--- src/inc/spss_map.vh ---
`ifndef SPSS_MAP_VH
`define SPSS_MAP_VH
`define SPSS_REG_REVISION  8'h00
`define SPSS_REG_STATUS    8'h01
`define SPSS_REG_GENERAL   8'h05
`define SPSS_STATUS_RESET  16'h0000
`define SPSS_ST_SHUTDOWN   5'h00
`define SPSS_ST_OFF        5'h02
`define SPSS_ST_RAIL11     5'h04
`define SPSS_ST_RAIL18     5'h05
`define SPSS_ST_RAIL33     5'h06
`define SPSS_ST_RESETHOLD  5'h07
`define SPSS_ST_STANDBY    5'h08
`define SPSS_ST_MIRRORUP   5'h09
`define SPSS_ST_READY      5'h0c
`define SPSS_ST_DISPLAY    5'h0d
`define SPSS_ST_PARKINIT   5'h0e
`define SPSS_ST_PARKRAILS  5'h0f
`define SPSS_ST_DISCHARGE  5'h11
`define SPSS_CAUSE_POWERON 3'h0
`define SPSS_CAUSE_ENLOW   3'h1
`define SPSS_CAUSE_WD1     3'h2
`define SPSS_CAUSE_WD2     3'h3
`define SPSS_CAUSE_HOT     3'h4
`define SPSS_CAUSE_SWCYCLE 3'h5
`define SPSS_BIT_ENLOW     0
`define SPSS_BIT_HOTERR    1
`define SPSS_BIT_HOTWARN   2
`define SPSS_BIT_RAILFAULT 3
`define SPSS_BIT_CHANGE    5
`define SPSS_BIT_WD1       6
`define SPSS_BIT_WD2       7
`define SPSS_BIT_ADCERR    11
`define SPSS_BIT_PARITY    12
`define SPSS_BIT_RAILTIMER 13
`define SPSS_BIT_PGFAULT   15
`define SPSS_STICKY_MASK   16'h30e8
`define SPSS_RESET_HOLD_NS 20000
`define SPSS_PARK_STEP_NS  10000
`define SPSS_CLK_NS        4
`endif

--- src/hdl/spss_sequencer.v ---
`timescale 1ns/10ps
`default_nettype none
`include "spss_map.vh"

// Top-level operating-state sequencer.
//
// States, in the order a clean power-up meets them:
// OFF, three rail steps, reset hold, STANDBY,
// mirror power-up, display ready, DISPLAY.
// Parking takes three timed steps back to STANDBY.
// SHUTDOWN is the dead end for a hot die.
// topState carries the same code that the general
// status register shows in its low five bits.
//
// Power-up.
// OFF is left only with a good main supply, the
// projector enable high and no heat warning.
// One rail comes on per clock, lowest voltage first,
// so a later rail never leads an earlier one.
// The third step then waits, with no time limit,
// for all four rail monitors to report in range.
// A stuck monitor therefore holds the sequence
// there; software sees it in the state code.
//
// Controller reset.
// The reset output is low in SHUTDOWN and in every
// state before STANDBY, high elsewhere. With good
// rails it stays low for RESET_HOLD_CYC + 1 more
// clocks, so the controller never boots on rails
// that are still settling.
//
// Software steps.
// The display controller moves the mirrors with
// three pulses: start mirror power-up, confirm the
// mirror array, turn the illumination on. A pulse
// counts only in the state that expects it; a stray
// pulse elsewhere is dropped, not remembered.
//
// Parking.
// In display ready and DISPLAY any park event
// starts the walk. Each step lasts PARK_STEP_CYC + 1
// clocks. The mirror regulators go off after the
// first step and the walk ends in STANDBY with the
// external rails still up, ready for a quick restart.
//
// Faults.
// A hot die in STANDBY goes straight to SHUTDOWN,
// where all rails are off; only enable low exits.
// The same error holds the park output low in any
// state; nothing masks it. Other STANDBY faults go
// back to OFF and leave a 3-bit cause code.
//
// Status.
// Event bits stick until software writes a one to
// them; a new event in the clearing cycle wins, so
// no event is lost. Level bits follow their inputs
// and cannot be cleared.
//
// Limitations.
// Enable low is ignored while rails and mirrors
// come up, so a half-done sequence is never cut;
// the reaction comes once the sequence has ended.
// The reset is synchronous and needs a clock edge.
// One timer serves the hold and the park steps;
// they never overlap, so sharing costs nothing.
module spss_sequencer #(
    parameter [7:0]  REV_MAJOR_MINOR = 8'h11, // Arbitrary revision value.
    // Timing counts are in clocks, rounded up from ns.
    parameter [15:0] RESET_HOLD_CYC  = (`SPSS_RESET_HOLD_NS + `SPSS_CLK_NS - 1) / `SPSS_CLK_NS,
    parameter [15:0] PARK_STEP_CYC   = (`SPSS_PARK_STEP_NS + `SPSS_CLK_NS - 1) / `SPSS_CLK_NS
) (
    // Clock and reset.
    input  wire        sys_clk,
    input  wire        sys_rst,

    // Monitors and pins.
    input  wire        main_supply_monitor,
    input  wire        projector_enable_in,
    input  wire        hotWarn,
    input  wire        hotError,
    input  wire [3:0]  railGood,
    input  wire        wd1Error,
    input  wire        wd2Error,
    input  wire        wdEnable,
    input  wire        mirrorRailFault,
    input  wire        mirrorRailTimer,
    input  wire [15:0] pgFaultReg,
    input  wire [7:0]  adcStatusReg,
    input  wire        parityError,

    // Software events from the display controller.
    input  wire        swMirrorEnable,
    input  wire        swMirrorGood,
    input  wire        swIllumEnable,
    input  wire        swPark,
    input  wire        swPowerCycle,

    // Register port.
    input  wire [7:0]  regAddr,
    input  wire        regWrite,
    input  wire [15:0] regWdata,
    output reg  [15:0] regRdata,

    // Supply and controller outputs.
    output reg         rail11En,
    output reg         rail18En,
    output reg         rail33En,
    output reg         mirrorRegEn,
    output reg         controller_reset_n,
    output reg         park_request_n,
    output reg  [4:0]  topState,
    output reg  [2:0]  lastCause
);

    // Working state of the sequencer.
    reg  [15:0] timer;        // Shared countdown for hold and park steps.
    reg  [4:0]  next_state;   // Combinational next state.
    reg  [2:0]  next_cause;   // Cause latched when OFF is entered.
    reg  [15:0] stickyBits;   // Hardware-set, write-one-to-clear bits.
    wire        powerGood;    // Supply and all four rail monitors together.
    wire        parkEvent;    // Any reason to park the mirrors.
    wire        allRails;     // All four rail monitors in range.
    wire [15:0] statusView;   // Assembled status word.

    assign allRails  = &railGood;
    assign powerGood = main_supply_monitor & allRails;
    // Park events in ready and display alike.
    assign parkEvent = ~powerGood | ~projector_enable_in | hotError | swPark | swPowerCycle;

    // Next-state decision; an exit depends on the current state, the inputs and the timer.
    always @* begin
        next_state = topState;
        next_cause = lastCause;
        case (topState)
            // Heat warning alone keeps OFF; no rail moves.
            `SPSS_ST_OFF: begin
                if (main_supply_monitor && projector_enable_in && !hotWarn) begin
                    next_state = `SPSS_ST_RAIL11;
                end
            end
            // Power-on ignores enable low until STANDBY is reached.
            `SPSS_ST_RAIL11: next_state = `SPSS_ST_RAIL18;
            `SPSS_ST_RAIL18: next_state = `SPSS_ST_RAIL33;

            // Third rail on; wait for every monitor.
            `SPSS_ST_RAIL33: begin
                if (allRails) begin
                    next_state = `SPSS_ST_RESETHOLD;
                end
            end

            // Timer loaded on entry; zero ends the hold.
            `SPSS_ST_RESETHOLD: begin
                if (timer == 16'h0000) begin
                    next_state = `SPSS_ST_STANDBY;
                end
            end

            // Heat outranks the rest: a hot die must not
            // restart the rails. Exits are ranked so that
            // exactly one cause code is recorded.
            `SPSS_ST_STANDBY: begin
                if (hotError) begin
                    next_state = `SPSS_ST_SHUTDOWN;
                end else if (!projector_enable_in) begin
                    next_state = `SPSS_ST_OFF;
                    next_cause = `SPSS_CAUSE_ENLOW;
                end else if (swPowerCycle) begin
                    next_state = `SPSS_ST_OFF;
                    next_cause = `SPSS_CAUSE_SWCYCLE;
                end else if (wdEnable && wd1Error) begin
                    next_state = `SPSS_ST_OFF;
                    next_cause = `SPSS_CAUSE_WD1;
                end else if (wdEnable && wd2Error) begin
                    next_state = `SPSS_ST_OFF;
                    next_cause = `SPSS_CAUSE_WD2;
                end else if (!powerGood) begin
                    next_state = `SPSS_ST_OFF;
                    next_cause = `SPSS_CAUSE_POWERON;
                end else if (swMirrorEnable) begin
                    next_state = `SPSS_ST_MIRRORUP;
                end
            end

            // Mirror power-up completes even if enable drops.
            `SPSS_ST_MIRRORUP: begin
                if (swMirrorGood) begin
                    next_state = `SPSS_ST_READY;
                end
            end

            // A park event outranks an illumination request.
            `SPSS_ST_READY: begin
                if (parkEvent) begin
                    next_state = `SPSS_ST_PARKINIT;
                end else if (swIllumEnable) begin
                    next_state = `SPSS_ST_DISPLAY;
                end
            end

            // Only a park event leaves DISPLAY.
            `SPSS_ST_DISPLAY: begin
                if (parkEvent) begin
                    next_state = `SPSS_ST_PARKINIT;
                end
            end

            // Three parking steps, each timed from entry.
            `SPSS_ST_PARKINIT: begin
                if (timer == 16'h0000) begin
                    next_state = `SPSS_ST_PARKRAILS;
                end
            end
            `SPSS_ST_PARKRAILS: begin
                if (timer == 16'h0000) begin
                    next_state = `SPSS_ST_DISCHARGE;
                end
            end
            `SPSS_ST_DISCHARGE: begin
                if (timer == 16'h0000) begin
                    next_state = `SPSS_ST_STANDBY;
                end
            end

            // A cool die is not enough; enable must drop.
            `SPSS_ST_SHUTDOWN: begin
                if (!projector_enable_in) begin
                    next_state = `SPSS_ST_OFF;
                    next_cause = `SPSS_CAUSE_HOT;
                end
            end

            // Unused codes fall back to OFF, never hang.
            default: next_state = `SPSS_ST_OFF;
        endcase
    end

    // State, timer and supply outputs.
    // Reset is synchronous; every output is a flop.
    // Outputs decode next_state so they change on
    // the same edge as topState, never a clock late.
    always @(posedge sys_clk) begin
        if (sys_rst) begin
            topState           <= `SPSS_ST_OFF;
            lastCause          <= `SPSS_CAUSE_POWERON;
            timer              <= 16'h0000;
            rail11En           <= 1'b0;
            rail18En           <= 1'b0;
            rail33En           <= 1'b0;
            mirrorRegEn        <= 1'b0;
            controller_reset_n <= 1'b0;
            park_request_n     <= 1'b1;
        end else begin
            topState  <= next_state;
            lastCause <= next_cause;

            // Reload the timer on entry to a timed state, else count down.
            // Untimed states load it too and simply ignore it.
            if (next_state != topState) begin
                timer <= (next_state == `SPSS_ST_RESETHOLD) ? RESET_HOLD_CYC : PARK_STEP_CYC;
            end else if (timer != 16'h0000) begin
                timer <= timer - 16'h0001;
            end

            // Rails build up in order and stay on until OFF or SHUTDOWN.
            // Parking leaves them up for a quick restart.
            case (next_state)
                `SPSS_ST_OFF, `SPSS_ST_SHUTDOWN: begin
                    rail11En <= 1'b0;
                    rail18En <= 1'b0;
                    rail33En <= 1'b0;
                end
                `SPSS_ST_RAIL11: rail11En <= 1'b1;
                `SPSS_ST_RAIL18: rail18En <= 1'b1;
                `SPSS_ST_RAIL33: rail33En <= 1'b1;
                default: rail11En <= rail11En;
            endcase

            // Controller reset low in SHUTDOWN and in every state before STANDBY.
            controller_reset_n <= !(next_state == `SPSS_ST_OFF || next_state == `SPSS_ST_SHUTDOWN
                || next_state == `SPSS_ST_RAIL11 || next_state == `SPSS_ST_RAIL18
                || next_state == `SPSS_ST_RAIL33 || next_state == `SPSS_ST_RESETHOLD);

            // Mirror regulators run from power-up until park disables them.
            // They are never on while the rails are still rising.
            mirrorRegEn <= (next_state == `SPSS_ST_MIRRORUP) || (next_state == `SPSS_ST_READY)
                || (next_state == `SPSS_ST_DISPLAY) || (next_state == `SPSS_ST_PARKINIT);
            // Park low while parking; over-temperature error cannot be masked.
            park_request_n <= !((next_state == `SPSS_ST_PARKINIT)
                || (next_state == `SPSS_ST_PARKRAILS)
                || (next_state == `SPSS_ST_DISCHARGE) || hotError);
        end
    end

    // Sticky events: a new event wins over a clear in the same cycle.
    // The mask keeps software from clearing level bits.
    always @(posedge sys_clk) begin
        if (sys_rst) begin
            stickyBits <= `SPSS_STATUS_RESET;
        end else begin
            stickyBits <= (stickyBits & ~((regWrite && regAddr == `SPSS_REG_STATUS) ?
                (regWdata & `SPSS_STICKY_MASK) : 16'h0000))
                | ({15'h0000, parityError} << `SPSS_BIT_PARITY)
                | ({15'h0000, mirrorRailFault} << `SPSS_BIT_RAILFAULT)
                | ({15'h0000, mirrorRailTimer} << `SPSS_BIT_RAILTIMER)
                | ({15'h0000, wd1Error} << `SPSS_BIT_WD1)
                | ({15'h0000, wd2Error} << `SPSS_BIT_WD2)
                | ({15'h0000, (next_state != topState)} << `SPSS_BIT_CHANGE);
        end
    end

    // Live bits are merged into the sticky word.
    // They follow their inputs and ignore writes.
    assign statusView = stickyBits
        | ({15'h0000, (|pgFaultReg)} << `SPSS_BIT_PGFAULT)
        | ({15'h0000, (|adcStatusReg)} << `SPSS_BIT_ADCERR)
        | ({15'h0000, hotWarn} << `SPSS_BIT_HOTWARN)
        | ({15'h0000, hotError} << `SPSS_BIT_HOTERR)
        | ({15'h0000, !projector_enable_in} << `SPSS_BIT_ENLOW);

    // Registered read data; unmapped addresses read zero.
    // Data is one clock behind the address.
    always @(posedge sys_clk) begin
        if (sys_rst) begin
            regRdata <= 16'h0000;
        end else begin
            case (regAddr)
                `SPSS_REG_REVISION: regRdata <= {8'h00, REV_MAJOR_MINOR};
                `SPSS_REG_STATUS:   regRdata <= statusView;
                `SPSS_REG_GENERAL:  regRdata <= {8'h00, lastCause, topState};
                default:            regRdata <= 16'h0000;
            endcase
        end
    end

endmodule
`default_nettype wire

--- config.mk ---
export PLATFORM = sky130hd
export DESIGN_NAME = spss_sequencer
export DESIGN_NICKNAME = d
export VERILOG_FILES = /design/src/hdl/spss_sequencer.v
export VERILOG_INCLUDE_DIRS = /design/src /design/src/inc
export SDC_FILE = /design/constraint.sdc
export NUM_CORES = 1
export LEC_CHECK = 0
export BUFFER_PORTS_ARGS = -buffer_cell sky130_fd_sc_hd__buf_2
export CAP_MARGIN = 0
export CORE_UTILIZATION = 44
export DETAILED_ROUTE_END_ITERATION = 10
export GPL_ROUTABILITY_DRIVEN = 1
export PLACE_DENSITY = 0.78
export SETUP_SLACK_MARGIN = 0.15
export SKIP_LAST_GASP = 1
export SYNTH_ARGS = -nofsm -noshare
export SYNTH_HDL_FRONTEND = slang
export SYNTH_SLANG_ARGS = --single-unit
--- constraint.sdc ---
create_clock -name sys_clk -period 3.1 [get_ports sys_clk]
set_input_delay 0.31 -clock sys_clk [delete_from_list [all_inputs] [get_ports sys_clk]]
set_output_delay 0.31 -clock sys_clk [all_outputs]
set_load 0.01 [all_outputs]
==> flow_metrics.py, run 1 <==
metrics = {
    "critical_path": {
        "path_class": "reg -> reg",
        "critPathLaunchType": "register",
        "cp-end-kind": "register",
        "cp.arrival_ns": 3.02,
        "worstPathRequired_ns": 3.32,
        "critical_path.max_fanout": 14,
    },
    "sta": {
        "grt_setup_unrepaired": "true",
        "fmax_mhz": 356,
        "maxSlewViolCount": 0,
        "finalHoldViolations": 0,
        "finalClockSkew_ns": 0.00542,
        "setup_viol": 0,
        "worst_pin_slew_ns": 0.792,
        "slew_headroom_pct": 46.5,
        "timing.final.crit_share_pct": 90.6,
        "timing.hold.ws_ns": 0.219,
        "fin_crit_ns": 2.81,
        "final.setup.tns_ns": 0,
    },
    "synthesis": {
        "syn_area_mm2": 0.00257,
        "synth_warnings": 0,
        "avgSynthCellArea_um2": 8.38,
        "post_synth_num_cell_types": 61,
        "synthFlopType": "dfxtp_1",
        "async_reset_ff_share_pct": 0,
        "postSynthCellCount": 307,
        "synth_edf_count": 0,
        "ys_ff_latch": 48,
        "seq_area_frac_synth_pct": 37.4,
    },
    "global_routing": {
        "grt_pass1_wl_um": 11200,
        "gr-total-overflow": 0,
        "grt_usage_pct": 22.5,
        "grt_pass1_vias": 2476,
        "grt_max_degree": 24,
        "grt_antenna_before_repair": 0,
    },
    "layout": {
        "nNetsFinal": 461,
        "syn_to_final_growth_pct": 23.2,
        "final_cell_mix": "buf_2, dfxtp_1, nor2_1",
        "drive_gt1_share_pct": 29.5,
        "n_antenna_cell": 0,
        "final_common_cell": "buf_2",
    },
    "detailed_routing": {
        "routed_wl_um": 6380,
        "drc": 0,
        "vias": 2554,
        "via_per_inst": 5.53,
        "postRouteAntennaNets": 0,
        "drt_iter0_drc": 117,
        "drtPass1Iterations": 4,
        "wl_per_cell_um": 13.8,
    },
    "worst_hold_path": {
        "holdCritPathClass": "in -> reg",
    },
    "power": {
        "leakagePower_uw": 0.00137,
        "internal_power_uw": 1250,
        "power_per_cell_area_mw_per_mm2": 609,
        "combPwrFrac_pct": 37.4,
        "power.switching_uw": 682,
        "switching_share_pct": 35.3,
        "seq_power_share_pct": 42.3,
        "clkPwrFrac_pct": 20.3,
        "peakVddDrop_uv": 238,
    },
    "clock_tree": {
        "clockBufferDepth": 2,
        "path_clk_slew_ns": 0.08,
        "h-tree-depth": 2,
        "root_buffer": "clkbuf_8",
        "cts_buffers": 5,
        "cts_tree": "done",
        "clock-sinks": 48,
        "ctsHoldBuffers": 0,
        "insertion_delay_ns": 0.30,
    },
    "die": {
        "rows": 27,
        "initial_core_util_pct": 46.1,
        "die_h_um": 78.4,
        "placeableCoreArea_mm2": 0.00557,
        "io_pins": 100,
        "die-width_um": 78.4,
        "die_area_mm2": 0.00615,
    },
    "placed_design": {
        "gp_congestion": 0.940,
        "port_buffers": 85,
        "hpwlAfterDp_um": 4860,
    },
    "run": {
        "cap_viol_max_count": 0,
    },
    "run_status": {
        "status": "finished clean",
    },
}
[flip-flops by register name, indices dropped and copies added (netlist names)]
name and count:
lastCause 3, park_request_n 1, rail33En 1, rail11En 1
mirrorRegEn 1, rail18En 1, controller_reset_n 1, timer 16
regRdata 12, topState 5, stickyBits 6
[power groups by stage]
| stage | Sequential (uW) | Combinational [uW] | Clock [uW] |
|---|---|---|---|
| 2_1_floorplan | 797 | 575 | 0 |
| 3_3_place_gp | 818 | 683 | 0 |
| 3_5_place_dp | 824 | 696 | 0 |
| 4_1_cts | 812 | 706 | 400 |
| 5_1_grt | 833 | 816 | 425 |
| 6_report | 817 | 721 | 391 |
[layer usage]
layer  up-vias  track usage (%)  routed length (um)
met5         -                0                   0
met4         0             9.63                  82
met3         7             4.42                 310
met2        68             37.6                3140
met1      1209             28.1                2850
li1       1270                -                   -
[final cells by class]
class,count,area (um2)
clock buffers,7,96.3
fillers,523,2410
inverters,7,26.3
multi-input cells,234,1490
flip-flops and latches,48,965
well taps,72,90.1
repair buffers,94,497
[critical path, cell delays in order, from the launching register on]
cell	delay [ns]
dfxtp_2	0.35
inv_1	0.08
ha_2	0.23
nor4b_4	0.15
and4_1	0.24
a211o_1	0.30
and3_2	0.22
a2111o_1	0.41
or3_1	0.37
buf_6	0.17
o31ai_2	0.21
[kinds of logic (layout without fill, tap and decap cells)]
logic type	Yosys count	count (layout)	share of synthesized area, %
xor gates and xnor gates	12	12	4.09
AOI/OAI and AO/OA	63	63	17.9
adders and majority gates	1	1	0.487
and+or+nand+nor	145	145	30.7
muxes	9	9	3.50
buffers and inverters	28	108	5.79
other	1	4	0.146
DFF	48	48	37.4
[path summary, 6_finish.rpt]
| check | slack [ns] | startpoint | depth (start not counted) | endpoint |
|---|---|---|---|---|
| hold reg to reg | 0.46 | stickyBits[5]$_SDFF_PP0_ | 2 | stickyBits[5]$_SDFF_PP0_ |
| hold / removal | 0.22 | parityError | 3 | stickyBits[12]$_SDFF_PP0_ |
| setup / recovery | 0.29 | timer[0]$_SDFFE_PP0P_ | 10 | timer[2]$_SDFFE_PP0P_ |
| setup reg to reg | 0.29 | timer[0]$_SDFFE_PP0P_ | 10 | timer[2]$_SDFFE_PP0P_ |
[synthesized netlist by cell type, drive strengths merged (8+ instances only)]
library cell	count	area [um2]
mux2i	9	90.1
buf	11	82.6
o21ai	8	40.0
clkbuf	10	40.0
nor4	10	62.6
a21oi	15	75.1
and2	8	50.1
xnor2	9	78.8
nor3	15	75.1
nand2	24	90.1
nor2	38	143
dfxtp	48	961
[repair_timing]
| action | CTS | global route |
|---|---|---|
| buffers inserted | 0 | 0 |
| resized for setup | 1 | 8 |
| endpoints found under the setup margin | 2 | 9 |
| pin swaps | 0 | 1 |
[metrics by stage]
stage               utilization, %  total power (uW)  worst slack [ns]  cell area [um2]  cells
floorplan                        -              1370             0.156             2580    310
global placement              54.6              1500             0.249             3040    455
detailed placement            54.6              1520             0.164             3040    455
CTS                           56.4              1920             0.178             3140    462
global route                  56.8              2070             0.147             3170    462
finish                        56.8              1930             0.292             3170    462
(Power assumes the default switching activity.)
==> run 2, diff against run 1 <==
- CELL_PAD_IN_SITES_DETAIL_PLACEMENT: default -> 1
- CELL_PAD_IN_SITES_GLOBAL_PLACEMENT: default -> 1
- CORE_UTILIZATION: 44 -> 31
- PLACE_DENSITY: 0.78 -> 0.77
- SETUP_SLACK_MARGIN: 0.15 -> 0.1
==> flow_metrics.py, run 2 (same netlist as run 1, synthesis figures left out) <==
metrics = {
    "clock_tree": {
        "cts_tree": "done",
        "root_buffer": "clkbuf_8",
        "cts_buffers": 5,
        "clock-sinks": 48,
        "path_clk_slew_ns": 0.09,
        "clockBufferDepth": 2,
        "h-tree-depth": 2,
        "insertion_delay_ns": 0.30,
    },
    "placed_design": {
        "port_buffers": 85,
        "gp_congestion": 0.811,
        "hpwlAfterDp_um": 6120,
    },
    "sta": {
        "worst_pin_slew_ns": 0.843,
        "final.setup.tns_ns": 0,
        "maxSlewViolCount": 0,
        "slew_headroom_pct": 43.1,
        "setup_viol": 0,
        "fin_crit_ns": 2.86,
        "grt_setup_unrepaired": "false",
        "finalHoldViolations": 0,
        "timing.final.crit_share_pct": 92.4,
        "finalClockSkew_ns": 0.00671,
        "fmax_mhz": 349,
    },
    "global_routing": {
        "grt_max_degree": 24,
        "grt_usage_pct": 19.1,
        "gr-total-overflow": 0,
        "grt_antenna_before_repair": 0,
        "grt_pass1_wl_um": 13300,
        "grt_pass1_vias": 2781,
    },
    "critical_path": {
        "reg2reg_from": "timer[0]$_SDFFE_PP0P_",
        "worstReg2RegEnd": "timer[6]$_SDFFE_PP0P_",
        "worstPathRequired_ns": 3.26,
        "crit_chain": "inv_1, ha_1, nor4b_4, and4_2, a211o_1, and3_1, a2111o_1, o211ai_1, o31ai_2",
        "critPathLaunchType": "register",
        "critical_path.max_fanout": 5,
        "crit_family": "compound AO/OA/AOI/OAI gates",
        "path_class": "reg -> reg",
        "cp.arrival_ns": 3.02,
        "critPathBufInv": 1,
        "cp-end-kind": "register",
        "cp_slowest_cell": "o211ai_1",
        "reg2reg_depth": 9,
        "reg2reg_slack_ns": 0.24,
        "cp_slowest_stage_delay_ns": 0.47,
    },
    "run": {
        "cap_viol_max_count": 0,
    },
    "detailed_routing": {
        "drt_iter0_drc": 72,
        "postRouteAntennaNets": 0,
        "wl_per_cell_um": 16.1,
        "drtPass1Iterations": 4,
        "drc": 0,
        "routed_wl_um": 8010,
        "vias": 2643,
        "via_per_inst": 5.33,
    },
    "worst_hold_path": {
        "worstHoldPathCells": 3,
        "holdCritPathClass": "in -> reg",
        "hold_start": "parityError",
        "hold_end": "stickyBits[12]$_SDFF_PP0_",
    },
    "die": {
        "die-width_um": 93.1,
        "die_area_mm2": 0.00866,
        "rows": 32,
        "die_h_um": 93.1,
        "initial_core_util_pct": 32.6,
        "placeableCoreArea_mm2": 0.00789,
        "io_pins": 100,
    },
    "layout": {
        "fillers": 987,
        "largestRegisters": "timer: 16 flops, regRdata: 12 flops, stickyBits: 6 flops",
        "largest-register": "timer",
        "drive_gt1_share_pct": 29.4,
        "final_common_cell": "buf_2",
        "syn_to_final_growth_pct": 25.7,
        "largest_register_ffs": 16,
        "nNetsFinal": 465,
        "final_util_pct": 41.0,
        "final_cell_mix": "buf_2, dfxtp_1, nor2_1",
        "n_antenna_cell": 0,
    },
    "power": {
        "power_per_cell_area_mw_per_mm2": 612,
        "leakagePower_uw": 0.00139,
        "peakVddDrop_uv": 190,
    },
    "run_status": {
        "status": "finished clean",
    },
}
-- run 2: routing by layer --
| metal | share of wire [%] | track usage (%) | vias up |
|---|---|---|---|
| met5 | 0 | 0 | - |
| li1 | - | - | 1290 |
| met4 | 1.8 | 6.54 | 0 |
| met2 | 52 | 34.3 | 46 |
| met1 | 44 | 22.5 | 1295 |
| met3 | 2.8 | 3.74 | 12 |
-- run 2: where the power goes --
part           switching (uW)  total, uW  internal (uW)
clock network             198        396            199
logic                     422        769            347
registers                 106        812            705
-- run 2: area by class of cell --
cell class                      instances  area (um2)  share of cell area, %
Inverter                                7        26.3                  0.813
Multi-Input combinational cell        235        1510                   46.6
Timing Repair Buffer                   97         515                   16.0
Sequential cell                        48         961                   29.7
Clock buffer                            7        96.3                   2.98
Tap cell                              102         128                   3.95
-- run 2: per-stage QoR --
stage          hold slack (ns)  total power (uW)  setup slack (ns)  cell area, um2  instances
6_report                 0.217              1980             0.236            3230        496
5_1_grt                  0.224              2110             0.107            3230        496
4_1_cts                  0.210              1980             0.132            3200        494
3_5_place_dp             0.443              1560            0.0466            3100        487
3_3_place_gp             0.447              1520             0.138            3100        487
2_1_floorplan            0.427              1370             0.156            2580        310
-- run 2: worst max-delay path by stage --
stage / from / to / slack [ns] / cells after the start
2_1_floorplan: timer[0]$_SDFFE_PP0P_ / timer[3]$_SDFFE_PP0P_ / 0.16 / 13
3_5_place_dp: timer[0]$_SDFFE_PP0P_ / timer[15]$_SDFFE_PP0P_ / 0.05 / 10
5_1_grt: timer[0]$_SDFFE_PP0P_ / timer[14]$_SDFFE_PP0P_ / 0.11 / 10
6_report: timer[0]$_SDFFE_PP0P_ / timer[6]$_SDFFE_PP0P_ / 0.24 / 9
3_3_place_gp: timer[0]$_SDFFE_PP0P_ / timer[14]$_SDFFE_PP0P_ / 0.14 / 10
4_1_cts: timer[0]$_SDFFE_PP0P_ / timer[6]$_SDFFE_PP0P_ / 0.13 / 9
-- run 2: timing repair --
item,CTS,global route
hold buffers,0,0
gates resized for setup,2,5
cloned,0,1
buffers inserted,0,1
pin swaps,0,3
endpoints found under the setup margin,10,13
-- run 2: tightest hold or removal path, cell delays in order --
cell     delay [ns]
buf_2          0.08
a21oi_1        0.03
nor2_1         0.06
==> run 3, diff against run 2 <==
- ABC_AREA: default -> 1
- CORE_UTILIZATION: 31 -> 30
- PLACE_DENSITY: 0.77 -> 0.78
- clock period: 3.1 -> 2.43 ns (I/O delays scaled with it)
==> flow_metrics.py, run 3 <==
metrics = {
    "run_status": {
        "status": "finished, violations left",
        "failed_checks": "DRC",
    },
    "sta": {
        "fmax_mhz": 448,
        "final.setup.tns_ns": 0,
        "finalClockSkew_ns": 0.00694,
        "maxSlewViolCount": 0,
        "worst_pin_slew_ns": 0.656,
        "fin_crit_ns": 2.23,
        "finalHoldViolations": 0,
        "timing.final.crit_share_pct": 91.9,
        "setup_viol": 0,
        "slew_headroom_pct": 55.8,
    },
    "synthesis": {
        "postSynthCellCount": 430,
        "yosys.area_share.adder_pct": 0.452,
        "synthFlopType": "dfxtp_1",
        "ys_top_cells_by_area": "dfxtp_1, nand2_1, nor2_1",
        "synth_warnings": 0,
        "synth_edf_count": 0,
        "synth-simple-area-share_pct": 41.6,
        "synthTopCellsByCount": "nand2_1, nor2_1, dfxtp_1, inv_1, nand3_1",
        "muxShareOfSynthArea_pct": 0,
        "synth_top_family_by_area": "simple AND/OR/NAND/NOR gates",
        "seq_area_frac_synth_pct": 34.7,
        "yosysTopAreaCell": "dfxtp_1",
        "synthXorXnorAreaFrac_pct": 3.48,
        "synth_compound_area_share_pct": 10.7,
        "async_reset_ff_share_pct": 0,
        "post_synth_num_cell_types": 32,
        "synth.most_common_cell": "nand2_1",
        "ys_ff_latch": 48,
        "yosys.area.top_type_share_pct": 34.7,
        "syn_area_mm2": 0.00277,
        "avgSynthCellArea_um2": 6.44,
    },
    "run": {
        "cap_viol_max_count": 0,
    },
    "placed_design": {
        "hpwlAfterDp_um": 7330,
        "gp_congestion": 0.860,
        "port_buffers": 85,
    },
    "layout": {
        "drive_gt1_share_pct": 31.1,
        "fillers": 1169,
        "syn_to_final_growth_pct": 33.9,
        "largest-register": "timer",
        "largest_register_ffs": 16,
        "largestRegisters": "timer: 16 flops, regRdata: 12 flops, stickyBits: 6 flops",
        "final_util_pct": 41.9,
        "final_cell_mix": "nand2_1, buf_2, nor2_1",
        "nNetsFinal": 610,
        "final_common_cell": "nand2_1",
        "n_antenna_cell": 0,
    },
    "global_routing": {
        "grt_usage_pct": 19.5,
        "grt_use_met2_pct": 37.4,
        "grt_pass1_wl_um": 15300,
        "top_usage_layer": "met2",
        "grt_pass1_vias": 3333,
        "grt_max_degree": 22,
        "gr-total-overflow": 0,
        "grt.met1_usage_pct": 22.7,
        "grt_antenna_before_repair": 0,
        "grt_use_met3_pct": 2.43,
    },
    "detailed_routing": {
        "vias": 3162,
        "wl_per_cell_um": 14.4,
        "drtPass1Iterations": 7,
        "drt_iter0_drc": 97,
        "via_per_inst": 4.88,
        "postRouteAntennaNets": 0,
        "drc": 4,
        "routed_wl_um": 9320,
    },
    "die": {
        "die_area_mm2": 0.00962,
        "rows": 34,
        "die-width_um": 98.1,
        "io_pins": 100,
        "placeableCoreArea_mm2": 0.00885,
        "initial_core_util_pct": 31.3,
        "die_h_um": 98.1,
    },
    "critical_path": {
        "cp.arrival_ns": 2.43,
        "path_class": "reg -> reg",
        "cp-end-kind": "register",
        "worstPathRequired_ns": 2.63,
        "critPathLaunchType": "register",
        "critical_path.max_fanout": 5,
    },
    "power": {
        "leakagePower_uw": 0.00180,
        "peakVddDrop_uv": 331,
        "power_per_cell_area_mw_per_mm2": 836,
    },
    "clock_tree": {
        "ctsHoldBuffers": 0,
        "cts_buffers": 5,
        "insertion_delay_ns": 0.30,
        "clockBufferDepth": 2,
        "cts_tree": "done",
        "root_buffer": "clkbuf_8",
        "h-tree-depth": 2,
        "clock-sinks": 48,
        "path_clk_slew_ns": 0.09,
    },
    "worst_hold_path": {
        "holdCritPathClass": "in -> reg",
    },
}
[run 3: repair_timing]
action / CTS / global route
setup buffers: 1 / 8
resized for setup: 8 / 30
pin swaps: 4 / 5
setup endpoints to repair: 17 / 21
endpoints found under the hold margin: 0 / 0
cloned: 0 / 0
[run 3: area by class of cell]
class	count	area, um2	area share [%]
Clock inverter	2	38.8	1.05
Sequential cell	48	970	26.1
Timing Repair Buffer	112	632	17.0
Inverter	45	173	4.65
Tap cell	108	135	3.64
Clock buffer	6	82.6	2.23
Multi-Input combinational cell	327	1680	45.3
[run 3: final timing paths]
check | from | to | slack, ns | cells after the start
worst max-delay path | timer[0]$_SDFFE_PP0P_ | rail11En$_SDFFE_PP0P_ | 0.20 | 12
worst min-delay path | mirrorRailTimer | stickyBits[13]$_SDFF_PP0_ | 0.14 | 3
worst max register to register | timer[0]$_SDFFE_PP0P_ | rail11En$_SDFFE_PP0P_ | 0.20 | 12
worst min register to register | stickyBits[13]$_SDFF_PP0_ | regRdata[13]$_SDFF_PP0_ | 0.43 | 2
[run 3: per-layer routing]
metal,wire length [um],vias to the layer above
met5,0,-
met4,88,0
met3,339,8
met2,4920,69
met1,3970,1486
li1,-,1599
[run 3: through the flow]
stage               total power (uW)  instance area (um2)  cells  hold slack [ns]  setup WS (ns)
floorplan                       1930                 2780    433            0.324          0.415
global placement                2230                 3400    631            0.418          0.115
detailed placement              2290                 3400    631            0.422        0.00107
CTS                             3020                 3560    640            0.139          0.115
global route                    3350                 3710    648            0.138        -0.0358
finish                          3100                 3710    648            0.142          0.197
[run 3: cell families after synthesis]
group | count (synthesis)
xor+xnor | 11
flops | 48
other cells | 1
compound gates | 56
fa+ha+maj | 1
simple gates | 255
buf+inv | 58
[run 3: where the power goes]
part	internal (uW)	switching, uW	total, uW	leakage [uW]
clock network	337	272	609	0.0000614
logic	608	860	1470	0.00135
registers	912	113	1020	0.000394
[run 3: critical path, stage by stage (launching register included)]
cell and delay (ns):
dfxtp_1 0.35, inv_2 0.09, ha_4 0.16, nand3_4 0.11
nor2_4 0.13, nand3_4 0.13, o21bai_2 0.20, nand3b_1 0.16
buf_4 0.19, nor3_1 0.30, inv_1 0.12, a21oi_1 0.14
nor2_1 0.04
